## config.mk

```make
export PLATFORM = sky130hd
export DESIGN_NAME = sbs_spi_slave
export DESIGN_NICKNAME = d
export VERILOG_FILES = /design/src/pkg/sbs_pkg.sv /design/src/rtl/sbs_spi_slave.sv /design/src/rtl/sbs_sync.sv
export SDC_FILE = /design/constraint.sdc
export NUM_CORES = 1
export LEC_CHECK = 0
export BUFFER_PORTS_ARGS = -buffer_cell sky130_fd_sc_hd__buf_2
export CORE_MARGIN = 3
export CORE_UTILIZATION = 51
export CTS_CLUSTER_SIZE = 25
export DETAILED_ROUTE_END_ITERATION = 10
export PLACE_DENSITY = 0.79
export RECOVER_POWER = 50
export SLEW_MARGIN = 10
export SYNTH_ARGS = -nofsm -noshare
export SYNTH_HDL_FRONTEND = slang
export SYNTH_SLANG_ARGS = --single-unit
```

## constraint.sdc

```tcl
create_clock -name mclk -period 1.5 [get_ports mclk]
set_input_delay 0.15 -clock mclk [delete_from_list [all_inputs] [get_ports mclk]]
set_output_delay 0.15 -clock mclk [all_outputs]
set_load 0.005 [all_outputs]
```

## src/pkg/sbs_pkg.sv

```systemverilog
// Purpose: shared constants and types for the serial byte-stream slave
// Assumes: one system clock more than six times as fast as the serial clock at the default sync depth
// Notes:   special codes and the escape mask live here only
//
// Notes on behaviour
// - stay idle until select goes low, then shift in master-out bits.
// - only clock phase one, clock polarity zero is supported by both ends.
// - full duplex, receive and transmit together, with no way to stall.
// - both streams carry one eight-bit symbol, no backpressure, channel, error, packets.
// - pack received bits into bytes and drop each idle code byte not following an escape code.
// - drop escape code, forward next byte exclusive-ORed with escape mask.
// - each decoded byte appears on the source with valid high one clock.
// - while receiving, send sink bytes concurrently on the master-in line.
// - with no sink byte waiting, send the idle code instead.
// - a special byte is sent as escape code then byte exclusive-ORed with mask.
// - both directions shift most significant bit first.
// - synchroniser chain depth is a build parameter; deeper adds latency.
package sbs_pkg;
    localparam int          BYTE_W         = 8;
    localparam int          BIT_CNT_W      = 3;
    localparam int          SYNC_DEPTH_DEF = 2;
    localparam logic [7:0]  IDLE_CODE      = 8'h4A;
    localparam logic [7:0]  ESC_CODE       = 8'h4D;
    localparam logic [7:0]  ESC_MASK       = 8'h20;
    localparam logic [2:0]  BIT_FIRST      = 3'h0;
    localparam logic [2:0]  BIT_LAST       = 3'h7;
    localparam logic [7:0]  BYTE_RST       = 8'h00;

    typedef enum logic {
        SBS_ST_IDLE,
        SBS_ST_ACTIVE
    } sbs_state_t;
endpackage

```

## src/rtl/sbs_spi_slave.sv

```systemverilog
// Purpose: serial slave joining an off-chip master to byte streams
// Assumes: mode with clock idle low, data launched on rise, sampled on fall
// Notes:   select may stay low across bytes; sink bytes offered while the
//          holding slot is full are dropped, since there is no backpressure
`timescale 1ns/1ps
module sbs_spi_slave
    import sbs_pkg::*;
#(
    parameter int SYNC_DEPTH = SYNC_DEPTH_DEF
) (
    input  wire logic              mclk,
    input  wire logic              sys_rst,
    input  wire logic              sclk,
    input  wire logic              mosi,
    input  wire logic              slave_select_n,
    output logic                   miso,
    output logic                   miso_oe,
    output logic [BYTE_W-1:0]      src_data,
    output logic                   src_valid,
    input  wire logic [BYTE_W-1:0] snk_data,
    input  wire logic              snk_valid
);
    ////////////////////////////////////////////////////////////////////////
    // pin synchronisers and edge detection
    logic [2:0] pins_s;
    logic       sclk_s;
    logic       mosi_s;
    logic       ssn_s;
    logic       sclk_last_q;
    logic       sclk_last_d;
    logic       rise;
    logic       fall;

    // depth set at build time; each stage adds a clock of latency
    sbs_sync #(
        .DEPTH (SYNC_DEPTH),
        .WIDTH (3)
    ) u_sync (
        .mclk    (mclk),
        .sys_rst (sys_rst),
        // select enters inverted so a cleared chain reads as deselected;
        // otherwise the first edges after reset would see a false select
        .din     ({sclk, mosi, ~slave_select_n}),
        .dout    (pins_s)
    );

    assign sclk_s      = pins_s[2];
    assign mosi_s      = pins_s[1];
    assign ssn_s       = ~pins_s[0];
    assign sclk_last_d = sclk_s;
    // polarity zero: leading edge rises, trailing edge falls
    assign rise        = sclk_s & ~sclk_last_q;
    assign fall        = ~sclk_s & sclk_last_q;

    ////////////////////////////////////////////////////////////////////////
    // bit sequencing
    sbs_state_t            st_q;
    sbs_state_t            st_d;
    logic [BIT_CNT_W-1:0]  bit_q;
    logic [BIT_CNT_W-1:0]  bit_d;
    logic                  load;
    logic                  byte_done;

    always_comb begin
        st_d  = st_q;
        bit_d = bit_q;
        if (ssn_s) begin
            st_d  = SBS_ST_IDLE;
            bit_d = BIT_FIRST;
        end else begin
            st_d = SBS_ST_ACTIVE;
            if (st_q == SBS_ST_ACTIVE && fall) begin
                bit_d = bit_q + 3'h1;
            end
        end
    end

    assign load      = (st_q == SBS_ST_ACTIVE) && !ssn_s && rise && (bit_q == BIT_FIRST);
    assign byte_done = (st_q == SBS_ST_ACTIVE) && !ssn_s && fall && (bit_q == BIT_LAST);

    ////////////////////////////////////////////////////////////////////////
    // receive path: sample on falling edge, msb first, then decode
    logic [BYTE_W-1:0] rx_sh_q;
    logic [BYTE_W-1:0] rx_sh_d;
    logic [BYTE_W-1:0] rx_byte;
    logic              esc_q;
    logic              esc_d;
    logic [BYTE_W-1:0] src_data_d;
    logic              src_valid_d;

    assign rx_byte = {rx_sh_q[BYTE_W-2:0], mosi_s};

    always_comb begin
        rx_sh_d     = rx_sh_q;
        esc_d       = esc_q;
        src_data_d  = src_data;
        src_valid_d = 1'b0;
        if ((st_q == SBS_ST_ACTIVE) && !ssn_s && fall) begin
            rx_sh_d = rx_byte;
        end
        if (byte_done) begin
            if (esc_q) begin
                src_data_d  = rx_byte ^ ESC_MASK;
                src_valid_d = 1'b1;
                esc_d       = 1'b0;
            end else if (rx_byte == IDLE_CODE) begin
                src_valid_d = 1'b0;
            end else if (rx_byte == ESC_CODE) begin
                esc_d = 1'b1;
            end else begin
                src_data_d  = rx_byte;
                src_valid_d = 1'b1;
            end
        end
    end

    ////////////////////////////////////////////////////////////////////////
    // transmit path: launch on rising edge, msb first, escape and idle fill
    logic [BYTE_W-1:0] hold_q;
    logic [BYTE_W-1:0] hold_d;
    logic              hold_v_q;
    logic              hold_v_d;
    logic              pend_q;
    logic              pend_d;
    logic [BYTE_W-1:0] pend_byte_q;
    logic [BYTE_W-1:0] pend_byte_d;
    logic [BYTE_W-1:0] tx_sh_q;
    logic [BYTE_W-1:0] tx_sh_d;
    logic [BYTE_W-1:0] tx_byte;
    logic              hold_special;
    logic              miso_d;
    logic              miso_oe_d;

    assign hold_special = (hold_q == IDLE_CODE) || (hold_q == ESC_CODE);

    always_comb begin
        hold_d      = hold_q;
        hold_v_d    = hold_v_q;
        pend_d      = pend_q;
        pend_byte_d = pend_byte_q;
        tx_sh_d     = tx_sh_q;
        miso_d      = miso;
        tx_byte     = IDLE_CODE;
        if (pend_q) begin
            tx_byte = pend_byte_q;
        end else if (hold_v_q) begin
            tx_byte = hold_special ? ESC_CODE : hold_q;
        end
        if (load) begin
            if (pend_q) begin
                pend_d = 1'b0;
            end else if (hold_v_q) begin
                hold_v_d = 1'b0;
                if (hold_special) begin
                    pend_d      = 1'b1;
                    pend_byte_d = hold_q ^ ESC_MASK;
                end
            end
            miso_d  = tx_byte[BYTE_W-1];
            tx_sh_d = {tx_byte[BYTE_W-2:0], 1'b0};
        end else if ((st_q == SBS_ST_ACTIVE) && !ssn_s && rise) begin
            miso_d  = tx_sh_q[BYTE_W-1];
            tx_sh_d = {tx_sh_q[BYTE_W-2:0], 1'b0};
        end
        // new sink byte wins over the slot being emptied this cycle
        if (snk_valid && (!hold_v_q || hold_v_d == 1'b0)) begin
            hold_d   = snk_data;
            hold_v_d = 1'b1;
        end
        // never stalls the master: the link runs regardless of the streams
        miso_oe_d = !ssn_s;
    end

    ////////////////////////////////////////////////////////////////////////
    // registers
    always_ff @(posedge mclk) begin
        if (sys_rst) begin
            sclk_last_q <= 1'b0;
            st_q        <= SBS_ST_IDLE;
            bit_q       <= BIT_FIRST;
            rx_sh_q     <= BYTE_RST;
            esc_q       <= 1'b0;
            src_data    <= BYTE_RST;
            src_valid   <= 1'b0;
            hold_q      <= BYTE_RST;
            hold_v_q    <= 1'b0;
            pend_q      <= 1'b0;
            pend_byte_q <= BYTE_RST;
            tx_sh_q     <= BYTE_RST;
            miso        <= 1'b0;
            miso_oe     <= 1'b0;
        end else begin
            sclk_last_q <= sclk_last_d;
            st_q        <= st_d;
            bit_q       <= bit_d;
            rx_sh_q     <= rx_sh_d;
            esc_q       <= esc_d;
            src_data    <= src_data_d;
            src_valid   <= src_valid_d;
            hold_q      <= hold_d;
            hold_v_q    <= hold_v_d;
            pend_q      <= pend_d;
            pend_byte_q <= pend_byte_d;
            tx_sh_q     <= tx_sh_d;
            miso        <= miso_d;
            miso_oe     <= miso_oe_d;
        end
    end

    ////////////////////////////////////////////////////////////////////////
    // checks
    chk_src_one_cycle: assert property (
        @(posedge mclk) disable iff (sys_rst)
        src_valid |=> !src_valid [*2])
        else $error("source valid held longer than one cycle");

    chk_idle_dropped: assert property (
        @(posedge mclk) disable iff (sys_rst)
        byte_done && !esc_q && (rx_byte == IDLE_CODE) |=> !src_valid)
        else $error("idle code forwarded to source");

    chk_escape_decode: assert property (
        @(posedge mclk) disable iff (sys_rst)
        byte_done && esc_q |=> src_valid && (src_data == ($past(rx_byte) ^ ESC_MASK)))
        else $error("escaped byte not decoded");

    chk_escape_swallow: assert property (
        @(posedge mclk) disable iff (sys_rst)
        byte_done && !esc_q && (rx_byte == ESC_CODE) |=> !src_valid && esc_q)
        else $error("escape code not swallowed");

    chk_select_idle: assert property (
        @(posedge mclk) disable iff (sys_rst)
        ssn_s |=> (st_q == SBS_ST_IDLE) && (bit_q == BIT_FIRST) && !miso_oe)
        else $error("active without select");

    chk_msb_launch: assert property (
        @(posedge mclk) disable iff (sys_rst)
        load |=> (miso == $past(tx_byte[BYTE_W-1])) && miso_oe)
        else $error("first bit out is not the msb");

    chk_idle_fill: assert property (
        @(posedge mclk) disable iff (sys_rst)
        load && !pend_q && !hold_v_q |=> (tx_sh_q == {IDLE_CODE[BYTE_W-2:0], 1'b0}))
        else $error("idle fill not sent");

    chk_escape_insert: assert property (
        @(posedge mclk) disable iff (sys_rst)
        load && !pend_q && hold_v_q && hold_special
        |=> pend_q && (pend_byte_q == ($past(hold_q) ^ ESC_MASK)) && !miso)
        else $error("escape not inserted for special byte");

    chk_sink_consumed: assert property (
        @(posedge mclk) disable iff (sys_rst)
        load && !pend_q && hold_v_q && !snk_valid |=> !hold_v_q)
        else $error("sink byte not taken at byte start");

    chk_shift_on_rise: assert property (
        @(posedge mclk) disable iff (sys_rst)
        (st_q == SBS_ST_ACTIVE) && !ssn_s && !rise |=> $stable(miso))
        else $error("master-in changed away from rising edge");
endmodule

```

## src/rtl/sbs_sync.sv

```systemverilog
// Purpose: multi-stage synchroniser for pin inputs
// Assumes: inputs asynchronous to mclk
// Notes:   first stage feeds only the second stage
`timescale 1ns/1ps
module sbs_sync
    import sbs_pkg::*;
#(
    parameter int DEPTH = SYNC_DEPTH_DEF,
    parameter int WIDTH = 3
) (
    input  wire logic             mclk,
    input  wire logic             sys_rst,
    input  wire logic [WIDTH-1:0] din,
    output logic      [WIDTH-1:0] dout
);
    logic [WIDTH-1:0] chain_q [DEPTH];
    logic [WIDTH-1:0] chain_d [DEPTH];

    always_comb begin
        chain_d[0] = din;
        for (int i = 1; i < DEPTH; i++) begin
            chain_d[i] = chain_q[i-1];
        end
    end

    genvar g;
    generate
        for (g = 0; g < DEPTH; g++) begin : g_stage
            always_ff @(posedge mclk) begin
                if (sys_rst) begin
                    chain_q[g] <= '0;
                end else begin
                    chain_q[g] <= chain_d[g];
                end
            end
        end
    endgenerate

    assign dout = chain_q[DEPTH-1];
endmodule

```

==> key figures, run 1 <==
Status
  – Status: finished clean

Worst setup path
  – Cells on worst reg2reg path: 7
  – WP data required: 1.74 ns
  – Crit Path Max Fanout: 5
  – Setup crit start kind: register
  – R2R Path End: tx_sh_q[3]
  – Worst Path Class, Setup: register to register
  – R2R setup slack: around 0.052 ns
  – Critical-path cell list: inv_1 > ha_4 > nor2b_4 > buf_6 > and4_4 > nand2_4 > a311oi_2
  – Critical R2R Launch: bit_q[0]
  – Crit path arrival time: ~1.7 ns
  – Crit path largest cell delay: roughly 0.33 ns
  – Crit end category: register
  – Slowest CP cell: dfxtp_2
  – Worst setup startpoint: bit_q[0]

Logic synthesis
  – Synth Warn #: 0
  – Post-synth cell types: 40
  – #FFs+latches synth: 54
  – Async S/R FF share, synth: 0%
  – Sequential fraction of the synthesis area: roughly half
  – Top cell type by total area after synthesis: dfxtp_1
  – Commonest cells in the synthesized netlist: dfxtp_1 (54), nand2_1 (30), a21oi_1 (24)
  – Fraction of post-synthesis cell area in the top cell type by area: 48.1%
  – Most frequent cell after synthesis: dfxtp_1
  – Ys flop type: dfxtp_1
  – Synth area leaders: dfxtp_1 (48%), a21oi_1 (5.3%), nand2_1 (5.0%)
  – Mean Syn Cell Area: between 9 and 10 um2
  – Syn Nets: approximately 260
  – Post-Syn Instances: 247
  – Mapped Area: ~2200 um2
  – Post-synth EDFFs: 0

CTS
  – Total CTS buffers: 5
  – # H-tree levels: 2
  – Clk_lat worst skew: about 0.31 ns
  – Buffer levels on the longest clock path: 2
  – CTS Root Cell: clkbuf_8
  – Clock sink count: between 50 and 60
  – CTS tree: yes
  – Clock transition at path regs: about 0.10 ns

STA
  – Tmin final: 1.45 ns
  – TNS Setup: 0 ns
  – Final setup violation count: 0
  – Maximum clock frequency: 0.691 GHz
  – Worst rel slew slack: about 71%
  – Fin crit share: between 90 and 100%
  – Clock Skew: between 0.009 and 0.01 ns
  – Hold Vio Cnt, Final: 0
  – Worst slew pin tran: around 0.43 ns
  – Slew Viols, Final: 0

Power
  – Leak: approximately 1.1 nW
  – Total power: 2.60 mW
  – Peak supply drop: 0.766 mV
  – Power per Cell Area: approximately 950 nW/um2

Route
  – Drt drc: 0
  – WL per Instance: ~14 um
  – DR pass1 iterations: 4
  – Drt total wl: approximately 4600 um
  – Vias per Instance: ~5.4
  – DRT antenna net count: 0
  – Via Count: around 1800
  – Initial drt markers: ~200

Layout
  – Final #Nets: between 300 and 400
  – # diodes: 0
  – Register area: 1090 um2
  – Layout cells sized above 1: between 20% and 30%
  – Filler cells: between 300 and 400
  – Area delta synth->final: 21.7%
  – Multi-input logic area: 1140 um2

Floorplanning
  – Die width: 72.4 um
  – Core area: 4120 um2
  – DIE AREA: roughly 5200 um2
  – Starting Density: around 55%
  – I/O Pins: 25
  – Height of the chip: around 72 um
  – Num rows: 23

Global routing
  – Met2 usage: 28.2%
  – Met1 usage: ~24%
  – Total GRT Usage: approximately 18%
  – First-pass GRT wire length: 7400 um
  – Largest net degree at the start of global routing: 30
  – GR Overflow Total: 0
  – Initial antenna violation count: 0
  – Gr busiest metal: met2
  – GRT met3 Usage: between 4 and 5%
  – Vias in the first global route: 1574

Placed design
  – Placed wire-length estimate: about 3100 um
  – IO buf count: 24
  – RePlAce Congestion: just under 0.9

Min path
  – WHS Endpoint: u_sync.chain_q[0][2]
  – Hold Path Origin: sclk
  – Hold Path Class: input port to register
  – Hold Crit Depth: 2

Job
  – Max Cap Violations: 0
## logic make-up (layout without fill, tap and decap cells)
logic type,Yosys count,count (layout),synth area share [%]
DFF,54,54,48.1
xor gates and xnor gates,2,2,0.780
AOI/OAI and AO/OA,63,63,18.4
muxes,8,8,3.56
and+or+nand+nor,94,94,22.6
adders and majority gates,3,3,1.67
buffers and inverters,23,63,4.90
## stage by stage
stage / util, % / area [um2] / std cells / hold slack (ns) / setup slack [ns]
6_report: 66.4 / 2730 / 337 / 0.0509 / 0.0523
5_1_grt: 66.4 / 2730 / 337 / 0.0540 / -0.0319
4_1_cts: 64.4 / 2650 / 333 / 0.0431 / -0.000387
3_5_place_dp: 60.4 / 2490 / 323 / 0.306 / -0.102
3_3_place_gp: 60.4 / 2490 / 323 / 0.303 / -0.0252
2_1_floorplan: - / 2250 / 247 / 0.217 / 0.0101
## cell usage in the layout, fill, tap and decap left out, drive strengths merged, types with 2 or more instances in the layout
master and n:
and4b 2, a211oi 2, a311oi 2, dfxtp 54
a2bb2oi 3, mux2i 8, nor2b 9, nand4 2
o211ai 2, a221oi 6, nand3 10, a21oi 25
o21ai 18, buf 44, inv 10, clkbuf 6
xnor2 2, nor2 19, nand4b 2, nor3 3
ha 3, nor3b 4, and3b 2, nand2 31
nand2b 6
## what timing repair did
action | CTS | global route
endpoints found under the hold margin | 1 | 0
pin swaps | 0 | 6
cloned | 1 | 0
gates resized for setup | 10 | 20
setup buffers | 0 | 4
hold buffers | 1 | 0
endpoints found under the setup margin | 9 | 21
## registers in the layout, summed over array words and instances, names as in the netlist, 3 cells and up
signal	flops
tx_sh_q	7
bit_q	3
hold_q	8
rx_sh_q	7
pend_byte_q	8
src_data	8
u_sync.chain_q	6
## worst max-delay path by stage
| stage | end | cells after the start |
|---|---|---|
| 5_1_grt | pend_byte_q[5] | 8 |
| 4_1_cts | tx_sh_q[3] | 7 |
| 2_1_floorplan | hold_q[2] | 8 |
| 3_5_place_dp | hold_q[4] | 6 |
| 3_3_place_gp | hold_q[4] | 6 |
| 6_report | tx_sh_q[3] | 7 |
## worst max-delay path: cells and delay by family (launching register included)
family                   cells  cell delay (ns)
AND/OR/NAND/NOR              3             0.50
AO/OA/AOI/OAI                1             0.18
buffers and inverters        2             0.22
flip-flops                   1             0.33
adder cells (fa/ha/maj)      1             0.15
## report_power, final
| part | internal, mW | switching (mW) |
|---|---|---|
| combinational | 0.0677 | 0.0684 |
| clock | 0.501 | 0.478 |
| sequential | 1.46 | 0.0257 |
## per-layer routing
layer / vias to the layer above / routed length (um)
li1: 942 / -
met1: 828 / 2220
met2: 49 / 2130
met3: 5 / 224
met4: 0 / 44
met5: - / 0
## area by class of cell
type / instances / area share [%]
repair buffers: 46 / 10.9
well taps: 50 / 2.29
clock buffers: 5 / 2.52
flip-flops and latches: 54 / 39.7
inverters: 9 / 1.24
multi-input cells: 170 / 41.7
clock inverters: 3 / 1.60
Power figures use the tool's default switching activity.
==> run 2: changes to the inputs <==
- ABC_AREA: default -> 1
- PLACE_DENSITY: 0.79 -> 0.78
==> key figures, run 2 <==
Layout
  – Register area: approximately 1100 um2
  – Area delta synth->final: 11.5%
  – Most frequent cells in the layout: nand2_1 (55), dfxtp_1 (54), inv_1 (48)
  – # diodes: 0
  – Final #Nets: 357
  – Fin cells: around 400
  – Filler cells: approximately 420
  – Layout cells sized above 1: between 15 and 20%
  – Biggest regs: hold_q: 8 flops, pend_byte_q: 8 flops, src_data: 8 flops
  – Multi-input logic area: between 1000 and 1500 um2
  – Commonest non-fill, non-tap cell in the layout: nand2_1
  – Final core occ: between 50% and 60%

STA
  – Unrepaired setup endpoints after global routing: true
  – Fin crit share: around nine tenths
  – Tmin final: approximately 1.3 ns
  – Clock Skew: 0.00353 ns
  – Maximum clock frequency: roughly 0.75 GHz
  – Hold Vio Cnt, Final: 0
  – Final setup violation count: 0
  – Worst slew pin tran: between 0.2 and 0.3 ns
  – Worst rel slew slack: between 80% and 90%
  – TNS Setup: 0 ns
  – Slew Viols, Final: 0

Route
  – Drt drc: 0
  – WL per Instance: 10.6 um
  – Via Count: between 1500 and 2000
  – DR pass1 iterations: 5
  – Drt total wl: 4170 um
  – DRT antenna net count: 0
  – Vias per Instance: about 4.9
  – Initial drt markers: 188

Floorplanning
  – I/O Pins: 25
  – Height of the chip: about 74 um
  – Starting Density: a little over half
  – Die width: roughly 74 um
  – Core area: approximately 4400 um2
  – DIE AREA: between 5000 and 6000 um2
  – Num rows: 24

Worst setup path
  – WP data required: ~1.7 ns
  – Crit Path Max Fanout: 17
  – Crit path arrival time: 1.53 ns
  – Setup crit start kind: register
  – Worst Path Class, Setup: register to register
  – Crit end category: register

Logic synthesis
  – Post-synth EDFFs: 0
  – Fraction of post-synthesis cell area in the top cell type by area: a little under half
  – Most frequent cell after synthesis: nand2_1
  – Top cell type by total area after synthesis: dfxtp_1
  – Commonest cells in the synthesized netlist: nand2_1 (55), dfxtp_1 (54), inv_1 (48)
  – Async S/R FF share, synth: 0%
  – Synth Warn #: 0
  – Mapped Area: approximately 2300 um2
  – #FFs+latches synth: 54
  – Ys flop type: dfxtp_1
  – Mean Syn Cell Area: ~7.5 um2
  – Post-synth cell types: 28
  – Post-Syn Instances: about 310
  – Syn Nets: 329
  – Synth area leaders: dfxtp_1 (46%), nand2_1 (8.8%), inv_1 (7.7%)
  – Sequential fraction of the synthesis area: 46.1%

Global routing
  – Initial antenna violation count: 0
  – Vias in the first global route: roughly 1600
  – Largest net degree at the start of global routing: 25
  – GR Overflow Total: 0
  – Total GRT Usage: about 17%
  – First-pass GRT wire length: 7130 um

CTS
  – Total CTS buffers: 5
  – # H-tree levels: 2
  – Clock sink count: 54
  – Clk_lat worst skew: ~0.30 ns
  – Clock transition at path regs: ~0.090 ns
  – CTS tree: yes
  – CTS Root Cell: clkbuf_8
  – Postcts setup bufs: 0
  – Buffer levels on the longest clock path: 2

Power
  – Power per Cell Area: 899 nW/um2
  – Leak: roughly 1.2 nW
  – Peak supply drop: 0.597 mV

Placed design
  – IO buf count: 24
  – RePlAce Congestion: between 0.8 and 0.9
  – Placed Cells incl. Taps: about 380
  – Placed wire-length estimate: 3040 um

Job
  – Max Cap Violations: 0

Min path
  – Hold Path Class: input port to register

Status
  – Status: finished clean
[run 2: power breakdown]
| group | switching (mW) | internal [mW] | total (mW) |
|---|---|---|---|
| clock | 0.426 | 0.322 | 0.749 |
| sequential | 0.0187 | 1.46 | 1.48 |
| combinational | 0.0755 | 0.0490 | 0.124 |
| total | 0.521 | 1.83 | 2.35 |
[run 2: final timing paths]
| check | from | endpoint | slack (ns) | depth (start not counted) |
|---|---|---|---|---|
| setup reg to reg | miso_oe | hold_q[5] | 0.16 | 7 |
| setup / recovery | miso_oe | hold_q[5] | 0.16 | 7 |
| hold reg to reg | u_sync.chain_q[0][2] | u_sync.chain_q[1][2] | 0.41 | 2 |
| hold / removal | sclk | u_sync.chain_q[0][2] | 0.05 | 3 |
[run 2: kinds of logic after synthesis]
family	count (synthesis)	share of synthesized area, %
buffers and inverters	61	10.2
adder cells (fa/ha/maj)	3	1.60
flip-flops	54	46.1
AO/OA/AOI/OAI	57	12.8
AND/OR/NAND/NOR	136	28.9
XOR/XNOR	1	0.374
[run 2: final cells by class]
type                    instances  area share (%)
flip-flops and latches         54            41.4
clock buffers                   7            2.92
inverters                      52            7.85
repair buffers                 30            6.13
well taps                      52            2.49
multi-input cells             197            39.3
[run 2: metal layers]
| metal | vias to the layer above | GRT usage (%) | part of all wire, % |
|---|---|---|---|
| met1 | 830 | 23.0 | 49 |
| met2 | 39 | 24.5 | 45 |
| met4 | 0 | 6.64 | 0.81 |
| met5 | - | 0 | 0 |
| li1 | 1039 | - | - |
| met3 | 2 | 5.20 | 4.7 |
[run 2: through the flow]
step           setup slack, ns  cell area (um2)  hold slack [ns]  power (mW)
3_5_place_dp             0.120             2530            0.309        1.63
6_report                 0.160             2610           0.0480        2.35
3_3_place_gp             0.174             2530            0.304        1.63
2_1_floorplan            0.163             2340            0.217        1.59
5_1_grt               -0.00213             2610           0.0560        2.45
4_1_cts                  0.114             2620           0.0380        2.38
[run 2: worst max-delay path: stages (launching register included)]
cell and delay, ns:
dfxtp_1 0.36, nand2_2 0.12, nor2_8 0.25, nand3_2 0.12, nand2_4 0.14, nand2_4 0.10, nand2_1 0.08, a21oi_1 0.06
[run 2: what timing repair did]
item	CTS	global route
endpoints found under the setup margin	0	10
hold buffers	1	0
endpoints found under the hold margin	1	0
resized for setup	0	3
